### src/common/tsr_pkg.sv
package tsr_pkg;

  // ****************************************
  // Register selection and layout
  // ****************************************
  localparam logic [7:0] CMD_TEMP       = 8'h00;
  localparam logic [7:0] CMD_CONFIG     = 8'h01;
  localparam int         CFG_STANDBY    = 7;
  localparam int         CFG_READY      = 6;
  localparam logic [7:0] TEMP_RESET     = 8'h00;
  localparam logic [7:0] CFG_RESET      = 8'h00;
  localparam logic [5:0] CFG_RSVD_VALUE = 6'h00;

  // ****************************************
  // Temperature coding
  // ****************************************
  localparam logic [7:0] TEMP_MAX = 8'h7F;
  localparam logic [7:0] TEMP_MIN = 8'h80;

  // ****************************************
  // Serial port
  // ****************************************
  localparam logic [6:0] DEV_ADDR  = 7'h4D;
  localparam logic [3:0] BYTE_BITS = 4'h8;
  localparam logic [3:0] LAST_BIT  = 4'h7;

  // ****************************************
  // Conversion timing
  // ****************************************
  localparam int CONV_PERIOD_US = 125000;
  localparam int CLK_FREQ_MHZ   = 40;
  localparam int CONV_CYCLES    = CONV_PERIOD_US * CLK_FREQ_MHZ;

  typedef enum logic [2:0] {
    ST_IDLE,
    ST_ADDR,
    ST_CMD,
    ST_WDATA,
    ST_ACK,
    ST_READ,
    ST_RACK
  } tsr_state_t;

endpackage

### src/common/tsr_conv_if.sv
`timescale 1ns/1ps
interface tsr_conv_if;
  logic       standby;
  logic       result_valid;
  logic [7:0] result_code;

  modport regs (
    output standby,
    input  result_valid,
    input  result_code
  );

  modport conv (
    input  standby,
    output result_valid,
    output result_code
  );
endinterface

### src/hw/tsr_conv.sv
`timescale 1ns/1ps
module tsr_conv #(
  parameter int CONV_CYCLES = tsr_pkg::CONV_CYCLES,
  parameter int SENSE_W     = 12,
  parameter int FRAC_W      = 2
) (
  // Clock and reset
  input  wire logic               sys_clk_i,
  input  wire logic               rst_i,
  // Sensor sample, same clock domain
  input  wire logic signed [SENSE_W-1:0] sensor_temp_i,
  // Link to register set
  tsr_conv_if.conv                conv
);

  localparam int CNT_W = $clog2(CONV_CYCLES + 1);
  localparam logic [CNT_W-1:0] CNT_LAST = CNT_W'(CONV_CYCLES - 1);
  localparam int WHOLE_W = SENSE_W - FRAC_W;

  logic [CNT_W-1:0] cnt_reg;
  logic [CNT_W-1:0] cnt_next;
  logic             valid_reg;
  logic [7:0]       code_reg;
  logic [7:0]       code_next;

  // ****************************************
  // Quantise: floor to whole degree, saturate
  // ****************************************
  wire logic signed [WHOLE_W-1:0] whole;
  assign whole = WHOLE_W'(sensor_temp_i >>> FRAC_W);
  wire logic                      too_hot = whole > $signed(WHOLE_W'(127));
  wire logic                      too_cold = whole < $signed(-WHOLE_W'(128));
  wire logic                      conv_end = (cnt_reg == CNT_LAST)
                                             && !conv.standby;

  assign cnt_next  = conv.standby ? '0 :
                     conv_end ? '0 : cnt_reg + CNT_W'(1);
  assign code_next = too_hot  ? tsr_pkg::TEMP_MAX :
                     too_cold ? tsr_pkg::TEMP_MIN :
                     whole[7:0];

  assign conv.result_valid = valid_reg;
  assign conv.result_code  = code_reg;

  always_ff @(posedge sys_clk_i) begin
    if (rst_i) begin
      cnt_reg   <= '0;
      valid_reg <= 1'b0;
      code_reg  <= tsr_pkg::TEMP_RESET;
    end else begin
      cnt_reg   <= cnt_next;
      valid_reg <= conv_end;
      if (conv_end) begin
        code_reg <= code_next;
      end
    end
  end

endmodule

### src/hw/tsr_sensor_top.sv
`timescale 1ns/1ps
module tsr_sensor_top #(
  parameter logic [6:0] DEV_ADDR    = tsr_pkg::DEV_ADDR,
  parameter int         CONV_CYCLES = tsr_pkg::CONV_CYCLES,
  parameter int         SENSE_W     = 12,
  parameter int         FRAC_W      = 2
) (
  // Clock and reset
  input  wire logic                      sys_clk_i,
  input  wire logic                      rst_i,
  // Two-wire serial port
  input  wire logic                      scl_i,
  input  wire logic                      sda_i,
  output logic                           sda_o,
  output logic                           sda_oe_o,
  // Sensor sample, same clock domain
  input  wire logic signed [SENSE_W-1:0] sensor_temp_i,
  // Status
  output logic                           standby_o,
  output logic                           data_ready_o
);

  // ****************************************
  // Declarations
  // ****************************************
  tsr_conv_if conv_bus ();

  logic                scl_meta_reg;
  logic                scl_sync_reg;
  logic                scl_prev_reg;
  logic                sda_meta_reg;
  logic                sda_sync_reg;
  logic                sda_prev_reg;

  tsr_pkg::tsr_state_t state_reg;
  tsr_pkg::tsr_state_t state_next;
  tsr_pkg::tsr_state_t after_reg;
  tsr_pkg::tsr_state_t after_next;
  logic [3:0]          cnt_reg;
  logic [3:0]          cnt_next;
  logic [7:0]          shift_reg;
  logic [7:0]          shift_next;
  logic                oe_reg;
  logic                oe_next;
  logic                ptr_cfg_reg;
  logic                ptr_cfg_next;
  logic                acked_reg;
  logic                acked_next;
  logic                standby_reg;
  logic                standby_next;
  logic                ready_reg;
  logic                ready_next;
  logic                load_pend_reg;
  logic [7:0]          temp_reg;
  logic                sda_out_reg;

  // ****************************************
  // Conversion engine
  // ****************************************
  tsr_conv #(
    .CONV_CYCLES (CONV_CYCLES),
    .SENSE_W     (SENSE_W),
    .FRAC_W      (FRAC_W)
  ) u_conv (
    .sys_clk_i     (sys_clk_i),
    .rst_i         (rst_i),
    .sensor_temp_i (sensor_temp_i),
    .conv          (conv_bus.conv)
  );

  assign conv_bus.standby = standby_reg;

  // ****************************************
  // Line conditions
  // ****************************************
  wire logic scl_rise  = scl_sync_reg & ~scl_prev_reg;
  wire logic scl_fall  = ~scl_sync_reg & scl_prev_reg;
  wire logic start_det = scl_sync_reg & scl_prev_reg
                         & sda_prev_reg & ~sda_sync_reg;
  wire logic stop_det  = scl_sync_reg & scl_prev_reg
                         & ~sda_prev_reg & sda_sync_reg;
  wire logic byte_done = scl_fall && (cnt_reg == tsr_pkg::BYTE_BITS);
  wire logic addr_hit  = shift_reg[7:1] == DEV_ADDR;
  wire logic cmd_temp  = shift_reg == tsr_pkg::CMD_TEMP;
  wire logic cmd_cfg   = shift_reg == tsr_pkg::CMD_CONFIG;

  // ****************************************
  // Register read selection
  // ****************************************
  wire logic [7:0] cfg_view = {standby_reg, ready_reg,
                               tsr_pkg::CFG_RSVD_VALUE};
  wire logic [7:0] rd_data  = ptr_cfg_reg ? cfg_view : temp_reg;

  // ****************************************
  // Serial slave sequencing
  // ****************************************
  always_comb begin
    state_next   = state_reg;
    after_next   = after_reg;
    cnt_next     = cnt_reg;
    shift_next   = shift_reg;
    oe_next      = oe_reg;
    ptr_cfg_next = ptr_cfg_reg;
    acked_next   = acked_reg;
    standby_next = standby_reg;
    if (start_det) begin
      state_next = tsr_pkg::ST_ADDR;
      cnt_next   = 4'h0;
      oe_next    = 1'b0;
    end else if (stop_det) begin
      state_next = tsr_pkg::ST_IDLE;
      oe_next    = 1'b0;
    end else begin
      case (state_reg)
        tsr_pkg::ST_ADDR,
        tsr_pkg::ST_CMD,
        tsr_pkg::ST_WDATA: begin
          if (scl_rise && cnt_reg != tsr_pkg::BYTE_BITS) begin
            shift_next = {shift_reg[6:0], sda_sync_reg};
            cnt_next   = cnt_reg + 4'h1;
          end else if (byte_done) begin
            state_next = tsr_pkg::ST_ACK;
            oe_next    = 1'b1;
            if (state_reg == tsr_pkg::ST_ADDR) begin
              after_next = shift_reg[0] ? tsr_pkg::ST_READ
                                        : tsr_pkg::ST_CMD;
              if (!addr_hit) begin
                state_next = tsr_pkg::ST_IDLE;
                oe_next    = 1'b0;
              end
            end else if (state_reg == tsr_pkg::ST_CMD) begin
              after_next = tsr_pkg::ST_WDATA;
              if (cmd_temp || cmd_cfg) begin
                ptr_cfg_next = cmd_cfg;
              end else begin
                state_next = tsr_pkg::ST_IDLE;
                oe_next    = 1'b0;
              end
            end else begin
              after_next = tsr_pkg::ST_WDATA;
              if (ptr_cfg_reg) begin
                standby_next = shift_reg[tsr_pkg::CFG_STANDBY];
              end else begin
                state_next = tsr_pkg::ST_IDLE;
                oe_next    = 1'b0;
              end
            end
          end
        end
        tsr_pkg::ST_ACK: begin
          if (scl_fall) begin
            cnt_next   = 4'h0;
            state_next = after_reg;
            if (after_reg == tsr_pkg::ST_READ) begin
              shift_next = rd_data;
              oe_next    = ~rd_data[7];
            end else begin
              oe_next = 1'b0;
            end
          end
        end
        tsr_pkg::ST_READ: begin
          if (scl_fall) begin
            if (cnt_reg == tsr_pkg::LAST_BIT) begin
              oe_next    = 1'b0;
              state_next = tsr_pkg::ST_RACK;
            end else begin
              shift_next = {shift_reg[6:0], 1'b0};
              oe_next    = ~shift_reg[6];
              cnt_next   = cnt_reg + 4'h1;
            end
          end
        end
        tsr_pkg::ST_RACK: begin
          if (scl_rise) begin
            acked_next = ~sda_sync_reg;
          end else if (scl_fall) begin
            cnt_next = 4'h0;
            if (acked_reg) begin
              state_next = tsr_pkg::ST_READ;
              shift_next = rd_data;
              oe_next    = ~rd_data[7];
            end else begin
              state_next = tsr_pkg::ST_IDLE;
            end
          end
        end
        tsr_pkg::ST_IDLE: begin
          oe_next = 1'b0;
        end
        default: begin
          state_next = tsr_pkg::ST_IDLE;
          oe_next    = 1'b0;
        end
      endcase
    end
  end

  // ****************************************
  // Data ready set and clear
  // ****************************************
  assign ready_next = standby_next ? 1'b0 :
                      conv_bus.result_valid ? 1'b1 : ready_reg;

  // ****************************************
  // Synchronisers
  // ****************************************
  always_ff @(posedge sys_clk_i) begin
    if (rst_i) begin
      scl_meta_reg <= 1'b1;
      scl_sync_reg <= 1'b1;
      scl_prev_reg <= 1'b1;
      sda_meta_reg <= 1'b1;
      sda_sync_reg <= 1'b1;
      sda_prev_reg <= 1'b1;
    end else begin
      scl_meta_reg <= scl_i;
      scl_sync_reg <= scl_meta_reg;
      scl_prev_reg <= scl_sync_reg;
      sda_meta_reg <= sda_i;
      sda_sync_reg <= sda_meta_reg;
      sda_prev_reg <= sda_sync_reg;
    end
  end

  // ****************************************
  // Slave state
  // ****************************************
  always_ff @(posedge sys_clk_i) begin
    if (rst_i) begin
      state_reg   <= tsr_pkg::ST_IDLE;
      after_reg   <= tsr_pkg::ST_IDLE;
      cnt_reg     <= 4'h0;
      shift_reg   <= 8'h00;
      oe_reg      <= 1'b0;
      ptr_cfg_reg <= 1'b0;
      acked_reg   <= 1'b0;
    end else begin
      state_reg   <= state_next;
      after_reg   <= after_next;
      cnt_reg     <= cnt_next;
      shift_reg   <= shift_next;
      oe_reg      <= oe_next;
      ptr_cfg_reg <= ptr_cfg_next;
      acked_reg   <= acked_next;
    end
  end

  // ****************************************
  // Register set
  // ****************************************
  always_ff @(posedge sys_clk_i) begin
    if (rst_i) begin
      standby_reg   <= tsr_pkg::CFG_RESET[tsr_pkg::CFG_STANDBY];
      ready_reg     <= tsr_pkg::CFG_RESET[tsr_pkg::CFG_READY];
      temp_reg      <= tsr_pkg::TEMP_RESET;
      load_pend_reg <= 1'b0;
    end else begin
      standby_reg   <= standby_next;
      ready_reg     <= ready_next;
      load_pend_reg <= conv_bus.result_valid & ~standby_next;
      if (load_pend_reg && ready_reg && !standby_reg) begin
        temp_reg <= conv_bus.result_code;
      end
    end
  end

  // ****************************************
  // Outputs
  // ****************************************
  always_ff @(posedge sys_clk_i) begin
    if (rst_i) begin
      sda_out_reg  <= 1'b0;
      sda_oe_o     <= 1'b0;
      standby_o    <= 1'b0;
      data_ready_o <= 1'b0;
    end else begin
      sda_out_reg  <= 1'b0;
      sda_oe_o     <= oe_next;
      standby_o    <= standby_next;
      data_ready_o <= ready_next;
    end
  end

  assign sda_o = sda_out_reg;

endmodule

### config.mk
export PLATFORM = sky130hd
export DESIGN_NAME = tsr_sensor_top
export DESIGN_NICKNAME = d
export VERILOG_FILES = /design/src/common/tsr_pkg.sv /design/src/common/tsr_conv_if.sv /design/src/hw/tsr_conv.sv /design/src/hw/tsr_sensor_top.sv
export SDC_FILE = /design/constraint.sdc
export NUM_CORES = 1
export LEC_CHECK = 0
export BUFFER_PORTS_ARGS = -buffer_cell sky130_fd_sc_hd__buf_2
export CAP_MARGIN = 20
export CORE_MARGIN = 1.5
export CORE_UTILIZATION = 50
export CTS_CLUSTER_DIAMETER = 80
export DETAILED_ROUTE_END_ITERATION = 10
export GPL_ROUTABILITY_DRIVEN = 0
export MAX_ROUTING_LAYER = met4
export PLACE_DENSITY = 0.79
export SYNTH_ARGS = -nofsm -noshare
export SYNTH_HDL_FRONTEND = slang
export SYNTH_HIERARCHICAL = 1
export SYNTH_SLANG_ARGS = --single-unit
### constraint.sdc
create_clock -name sys_clk_i -period 2.1 [get_ports sys_clk_i]
set_input_delay 0.315 -clock sys_clk_i [delete_from_list [all_inputs] [get_ports sys_clk_i]]
set_output_delay 0.315 -clock sys_clk_i [all_outputs]
set_load 0.02 [all_outputs]
* After elaboration in Yosys (flattened, before gate mapping) *
Cells that the tools add are included.

storage, ports and cells
  output and inout bits = 4
  bits in registers = 70
  word-level logic and storage cells = 159
  bits of input ports = 16

cells by class
  mux-type cells = 59
  bitwise operators = 20
  order comparisons = 2
  reduce and logical (&&, ||, !) cells = 23
  equal/unequal tests = 32
  $add $sub $neg = 2

operators with widths
  operator               count
  $mux 8                 11
  $mux 3                 15
  $ne 4x4->1 const B     8
  $pmux 8 s4             1
  $mux 1                 24
  $reduce_and 8->1       3
  $add 23x1->23 const B  1
  $eq 23x23->1 const B   1
  $ne 2x2->1 const B     11
  $mux 4                 5
  $pmux 4 s4             1
  $pmux 3 s5             1
  $eq 3x3->1 const B     4
  $not 1->1              12
  $reduce_and 11->1      1
  $gt 10x8->1 const B    1
  $lt 10x8->1 const B    1
  $reduce_or 3->1        3
  $and 1x1->1            8
  $eq 8x1->1 const B     1
  $logic_not 8->1        1
  $eq 7x7->1 const B     1
  $reduce_and 7->1       1
  $eq 3x2->1 const B     2
  other kinds (15)       20

* Longest topological paths before layout *
  depth in word-level cells = 10
  gate-level depth with buffers = 7
  gate-level depth less buffers = 7

* Modules after synthesis *
The synthesis kept the hierarchy.

by module, submodules not included
  module          cells an instance  instances  area each (µm²)  seq. area each (µm²)
  tsr_sensor_top  229                1          2133.3           760.7
  tsr_conv        165                1          1486.4           640.6

* Worst setup path after synthesis *
OpenSTA, ideal clock, no wires.

  path type = register to register
  start = register cnt_reg[0] (netlist name)
  end = register cnt_reg[2] (netlist name)
  buffers on the path = 0
  setup slack = 0.458 ns
  period minus slack after synthesis = 1.642 ns
  setup time = 0.117 ns
  required time = 1.983 ns
  arrival time = 1.525 ns
  cell stages (with the launch flop) = 7
  cell sequence = dfxtp_1 > ha_1 > nand3b_1 > nand2b_1 > a311oi_4 > o21ai_1 > a32o_1

* Worst setup path after layout *
  start = register state_reg[1]
  end = register shift_reg[6]

between the ends
  cells in the longest elaborated chain, start to end = 4
  elaborated cells on any way between the ends = 18
  those cells by class = eq/ne (14); mux (1); reduce/logical (3)

RTL lines
  item                                                              RTL line               text
  start: declaration                                                tsr_sensor_top.sv:35   tsr_pkg::tsr_state_t state_reg;
  start signal: assignment                                          tsr_sensor_top.sv:231  state_reg <= tsr_pkg::ST_IDLE;
  start signal: assignment                                          tsr_sensor_top.sv:239  state_reg <= state_next;
  $eq 3x1->1 / $eq 3x2->1 (equally long branches)                   tsr_sensor_top.sv:114  case (state_reg)
  $reduce_or 3->1                                                   tsr_sensor_top.sv:114
  $reduce_bool 4->1 (no line) / $ne 2x2->1 (equally long branches)  --
  $reduce_and 11->1 (no line)                                       --
  end signal: assignment                                            tsr_sensor_top.sv:242  shift_reg <= shift_next;
  end: declaration                                                  tsr_sensor_top.sv:41   logic [7:0] shift_reg;

Parallel ways exist; a longest one is shown, timed or not.
A chain may end at the register's enable or synchronous reset.

==> implementation parameters <==
Parameter                              Value

Synthesis
  Count of different cell masters after synthesis    70
  Seq cells post-synth    70
  Share of synthesized cell area in full adder, half adder and majority cells    1.037%
  Synthesized-area fraction occupied by ao, oa, aoi and oai cells    21.60%
  Netlist Area Pre-Place    0.003620 sq mm
  Post-synthesis xor/xnor area fraction    3.146%
  Leading register cell type out of synthesis    sky130_fd_sc_hd__dfxtp_1
  Yosys warning count    6
  Mux cell area share after synthesis    4.736%
  Syn Inst Count    394
  Share of flip-flops with an asynchronous set or reset after synthesis    0%
  Largest family of logic cells by synthesized area    simple AND/OR/NAND/NOR gates
  Number of flops mapped to enable cells by yosys    0
  Syn avg cell area    9.187 sq um
  Simple-Gate Fraction of Synth Area    25.79%
  Register area share after synthesis    38.71%
  Net count of the mapped netlist    413

Clocking
  Clock Latency Late Sink    350 ps
  CTS H-tree depth    3
  Post_cts resized    0
  Number of buffers created by CTS    9
  Clk Tree Root Cell    sky130_fd_sc_hd__clkbuf_8
  TritonCTS clock tree    done
  CTS max path bufs    2
  Clk sinks    70
  Number of buffers inserted for hold repair after clock tree synthesis    0
  Number of post-CTS setup repair buffers    0
  Clock Pin Slew Worst Setup and Hold Paths    80 ps

Flow run
  Max-cap violation count    0

Critical path
  Cell at the slowest stage of the critical path    sky130_fd_sc_hd__dfxtp_1
  Worst Path Max Fanout    12
  Critical Path End Type    register
  Critical path, cell by cell    or2_2 > a31oi_4 > a31oi_2 > o2111ai_1 > a21oi_1
  Required time at the worst-slack endpoint    2380 ps
  Crit Path Class    reg -> reg
  Worst path arrival time    2210 ps
  Top delay family on crit path    compound AO/OA/AOI/OAI gates
  Crit-path max cell delay    620 ps
  CP bufs+invs    0
  Kind of start point of the critical path    register

Timing
  Highest achievable clock rate    518.7 MHz
  Min Tclk post-route    1928 ps
  Worst slew pin tran    505.5 ps
  Hold Fails Final Rpt    0
  Final slew viol count    0
  Unrepaired setup endpoints after global routing    no
  Relative slew slack    66.20%
  Post-layout worst setup margin    172.1 ps
  Number of setup violations in the final report    0
  Total Neg Setup Slack    0 ps
  Final Skew    9.294 ps
  Part of the cycle the worst path needs    91.81%

GRT
  Global-route met2 utilization    34.77%
  Largest net degree at the start of global routing    34
  Initial antenna violation count    0
  Number of global-route vias before repair    2830
  Grt ovf    0
  Global-route usage over all layers    22.13%
  Met3 capacity usage during global routing    4.618%
  Layer with the highest usage    met2
  Met1 track demand over resource in global routing    27.64%
  First-pass GRT wire length    13120 um

Worst hold path
  Class of the most critical hold timing path    in -> reg

Outcome
  Result of the run    completed

Cells and area
  Area taken by flip-flops and latches    0.001401 sq mm
  Most frequent cells in the layout    70 x sky130_fd_sc_hd__dfxtp_1, 45 x sky130_fd_sc_hd__nor2_1, 26 x sky130_fd_sc_hd__a21oi_1
  Fillers    624
  Number of antenna diodes    0
  Number of flip-flops in the largest register    23
  Final std cell area, no fill    0.004038 sq mm
  Commonest non-fill, non-tap cell in the layout    sky130_fd_sc_hd__dfxtp_1
  Layout overhead on the synthesized area    11.55%
  Fraction of layout instances using a drive strength above 1    20.91%
  Area used by multi-input combinational logic    0.002042 sq mm
  Fin nets    430
  Utilization after layout    58.46%

Floorplan
  Number of rows created at floorplan    30
  I/O pins    20
  Initial core utilization    52.41%
  Area of the die    0.007759 sq mm
  Die Width    88.09 um
  Die extent in y    88.09 um
  Placeable Area    0.006907 sq mm

Drt
  Vias after detailed routing    3018
  Residual antenna-violating net count after detailed routing    0
  Final wirelength    7583 um
  DR vias/cell    5.895
  Count of unresolved DRC violations after routing    0
  Count of routing violations after the opening detailed-route iteration    211
  Detailed-route wire length per cell    14.81 um
  Number of iterations in the first detailed-routing pass    4

Place
  Post-DP Area    0.003786 sq mm
  Count of port buffers added during placement    16
  HPWL reported at the end of detailed placement    5238 um
  Worst setup slack before clock tree synthesis    276.4 ps

Power
  Fraction of power consumed by sequential logic    47.4%
  Max IR drop VDD    479.4 uV
  Areal power density over the cells    705.1 mW/mm^2
  Switching part of the total    23.00%
  Post-route total power    2.847 mW
  Fraction of power consumed by combinational cells    4.4%
  Sw Pwr    654.9 uW
  Leakage dissipation    1.502 nW
  Clock Power Share    48.2%
  Int Power    2.192 mW
==> cell families after synthesis <==
logic type | after synthesis
AND/OR/NAND/NOR | 159
AO/OA/AOI/OAI | 97
flip-flops | 70
buffers and inverters | 34
multiplexers | 17
XOR/XNOR | 13
adder cells (fa/ha/maj) | 3
other | 1
==> stage by stage <==
step	std cells	hold slack, ps
6_report	512	144.2
3_5_place_dp	496	393.1
3_3_place_gp	496	395.2
4_1_cts	512	127.1
2_1_floorplan	394	389.5
5_1_grt	512	131.2
==> final timing paths <==
check	start	endpoint	slack [ps]	cells past startpoint
max	state_reg[1]$_SDFFE_PP0P_	shift_reg[6]$_SDFFE_PP0P_	170	5
min	scl_i	scl_meta_reg$_SDFF_PP1_	140	2
max reg2reg	state_reg[1]$_SDFFE_PP0P_	shift_reg[6]$_SDFFE_PP0P_	170	5
min reg2reg	scl_meta_reg$_SDFF_PP1_	scl_sync_reg$_SDFF_PP1_	410	1
==> synth_stat cells, types with 3 or more instances <==
master,n,area share [%]
sky130_fd_sc_hd__nor4_1,3,0.52
sky130_fd_sc_hd__a31oi_1,8,1.4
sky130_fd_sc_hd__and4_1,3,0.73
sky130_fd_sc_hd__a21oi_1,26,3.6
sky130_fd_sc_hd__or3_1,7,1.2
sky130_fd_sc_hd__a32o_1,3,0.83
sky130_fd_sc_hd__xnor2_1,5,1.2
sky130_fd_sc_hd__nand4_1,6,1.0
sky130_fd_sc_hd__a211oi_1,7,1.5
sky130_fd_sc_hd__or2_2,8,1.4
sky130_fd_sc_hd__buf_6,4,1.2
sky130_fd_sc_hd__buf_4,3,0.62
sky130_fd_sc_hd__nor2_1,45,4.7
sky130_fd_sc_hd__and3_1,5,0.86
sky130_fd_sc_hd__mux2i_1,16,4.4
sky130_fd_sc_hd__a21oi_2,3,0.73
sky130_fd_sc_hd__nand2b_1,5,0.86
sky130_fd_sc_hd__clkbuf_1,9,0.93
sky130_fd_sc_hd__inv_1,10,1.0
sky130_fd_sc_hd__xor2_1,8,1.9
sky130_fd_sc_hd__nor3_1,14,1.9
sky130_fd_sc_hd__dfxtp_1,70,39
sky130_fd_sc_hd__o31ai_1,5,1.0
sky130_fd_sc_hd__buf_2,6,0.83
sky130_fd_sc_hd__nor3b_1,8,1.7
sky130_fd_sc_hd__nand3_1,13,1.8
sky130_fd_sc_hd__nand2_1,18,1.9
sky130_fd_sc_hd__o21ai_0,12,1.7
sky130_fd_sc_hd__ha_1,3,1.0
sky130_fd_sc_hd__a2111oi_2,6,2.5
==> power groups by stage <==
stage	Clock (mW)	Combinational (mW)	Sequential [mW]
final	1.37	0.124	1.35
after global routing	1.45	0.140	1.35
after CTS	1.40	0.125	1.35
after detailed placement	0	0.124	1.38
after global placement	0	0.121	1.38
after floorplan	0	0.0968	1.38
==> routing by layer <==
layer | vias to the layer above | part of all wire, % | routed length [um]
li1 | 1484 | - | -
met1 | 1435 | 45 | 3448
met2 | 80 | 48 | 3636
met3 | 19 | 4.6 | 347
met4 | 0 | 2.0 | 151
met5 | - | 0 | 0
==> final cells by class <==
| type | count | share of cell area [%] |
|---|---|---|
| Clock buffer | 9 | 3.068 |
| Sequential cell | 70 | 34.71 |
| Inverter | 10 | 0.9297 |
| Timing Repair Buffer | 30 | 4.586 |
| Multi-Input combinational cell | 290 | 50.57 |
| Clock inverter | 7 | 3.161 |
| Tap cell | 96 | 2.975 |
Note: power is estimated with default switching activity, not from simulation.
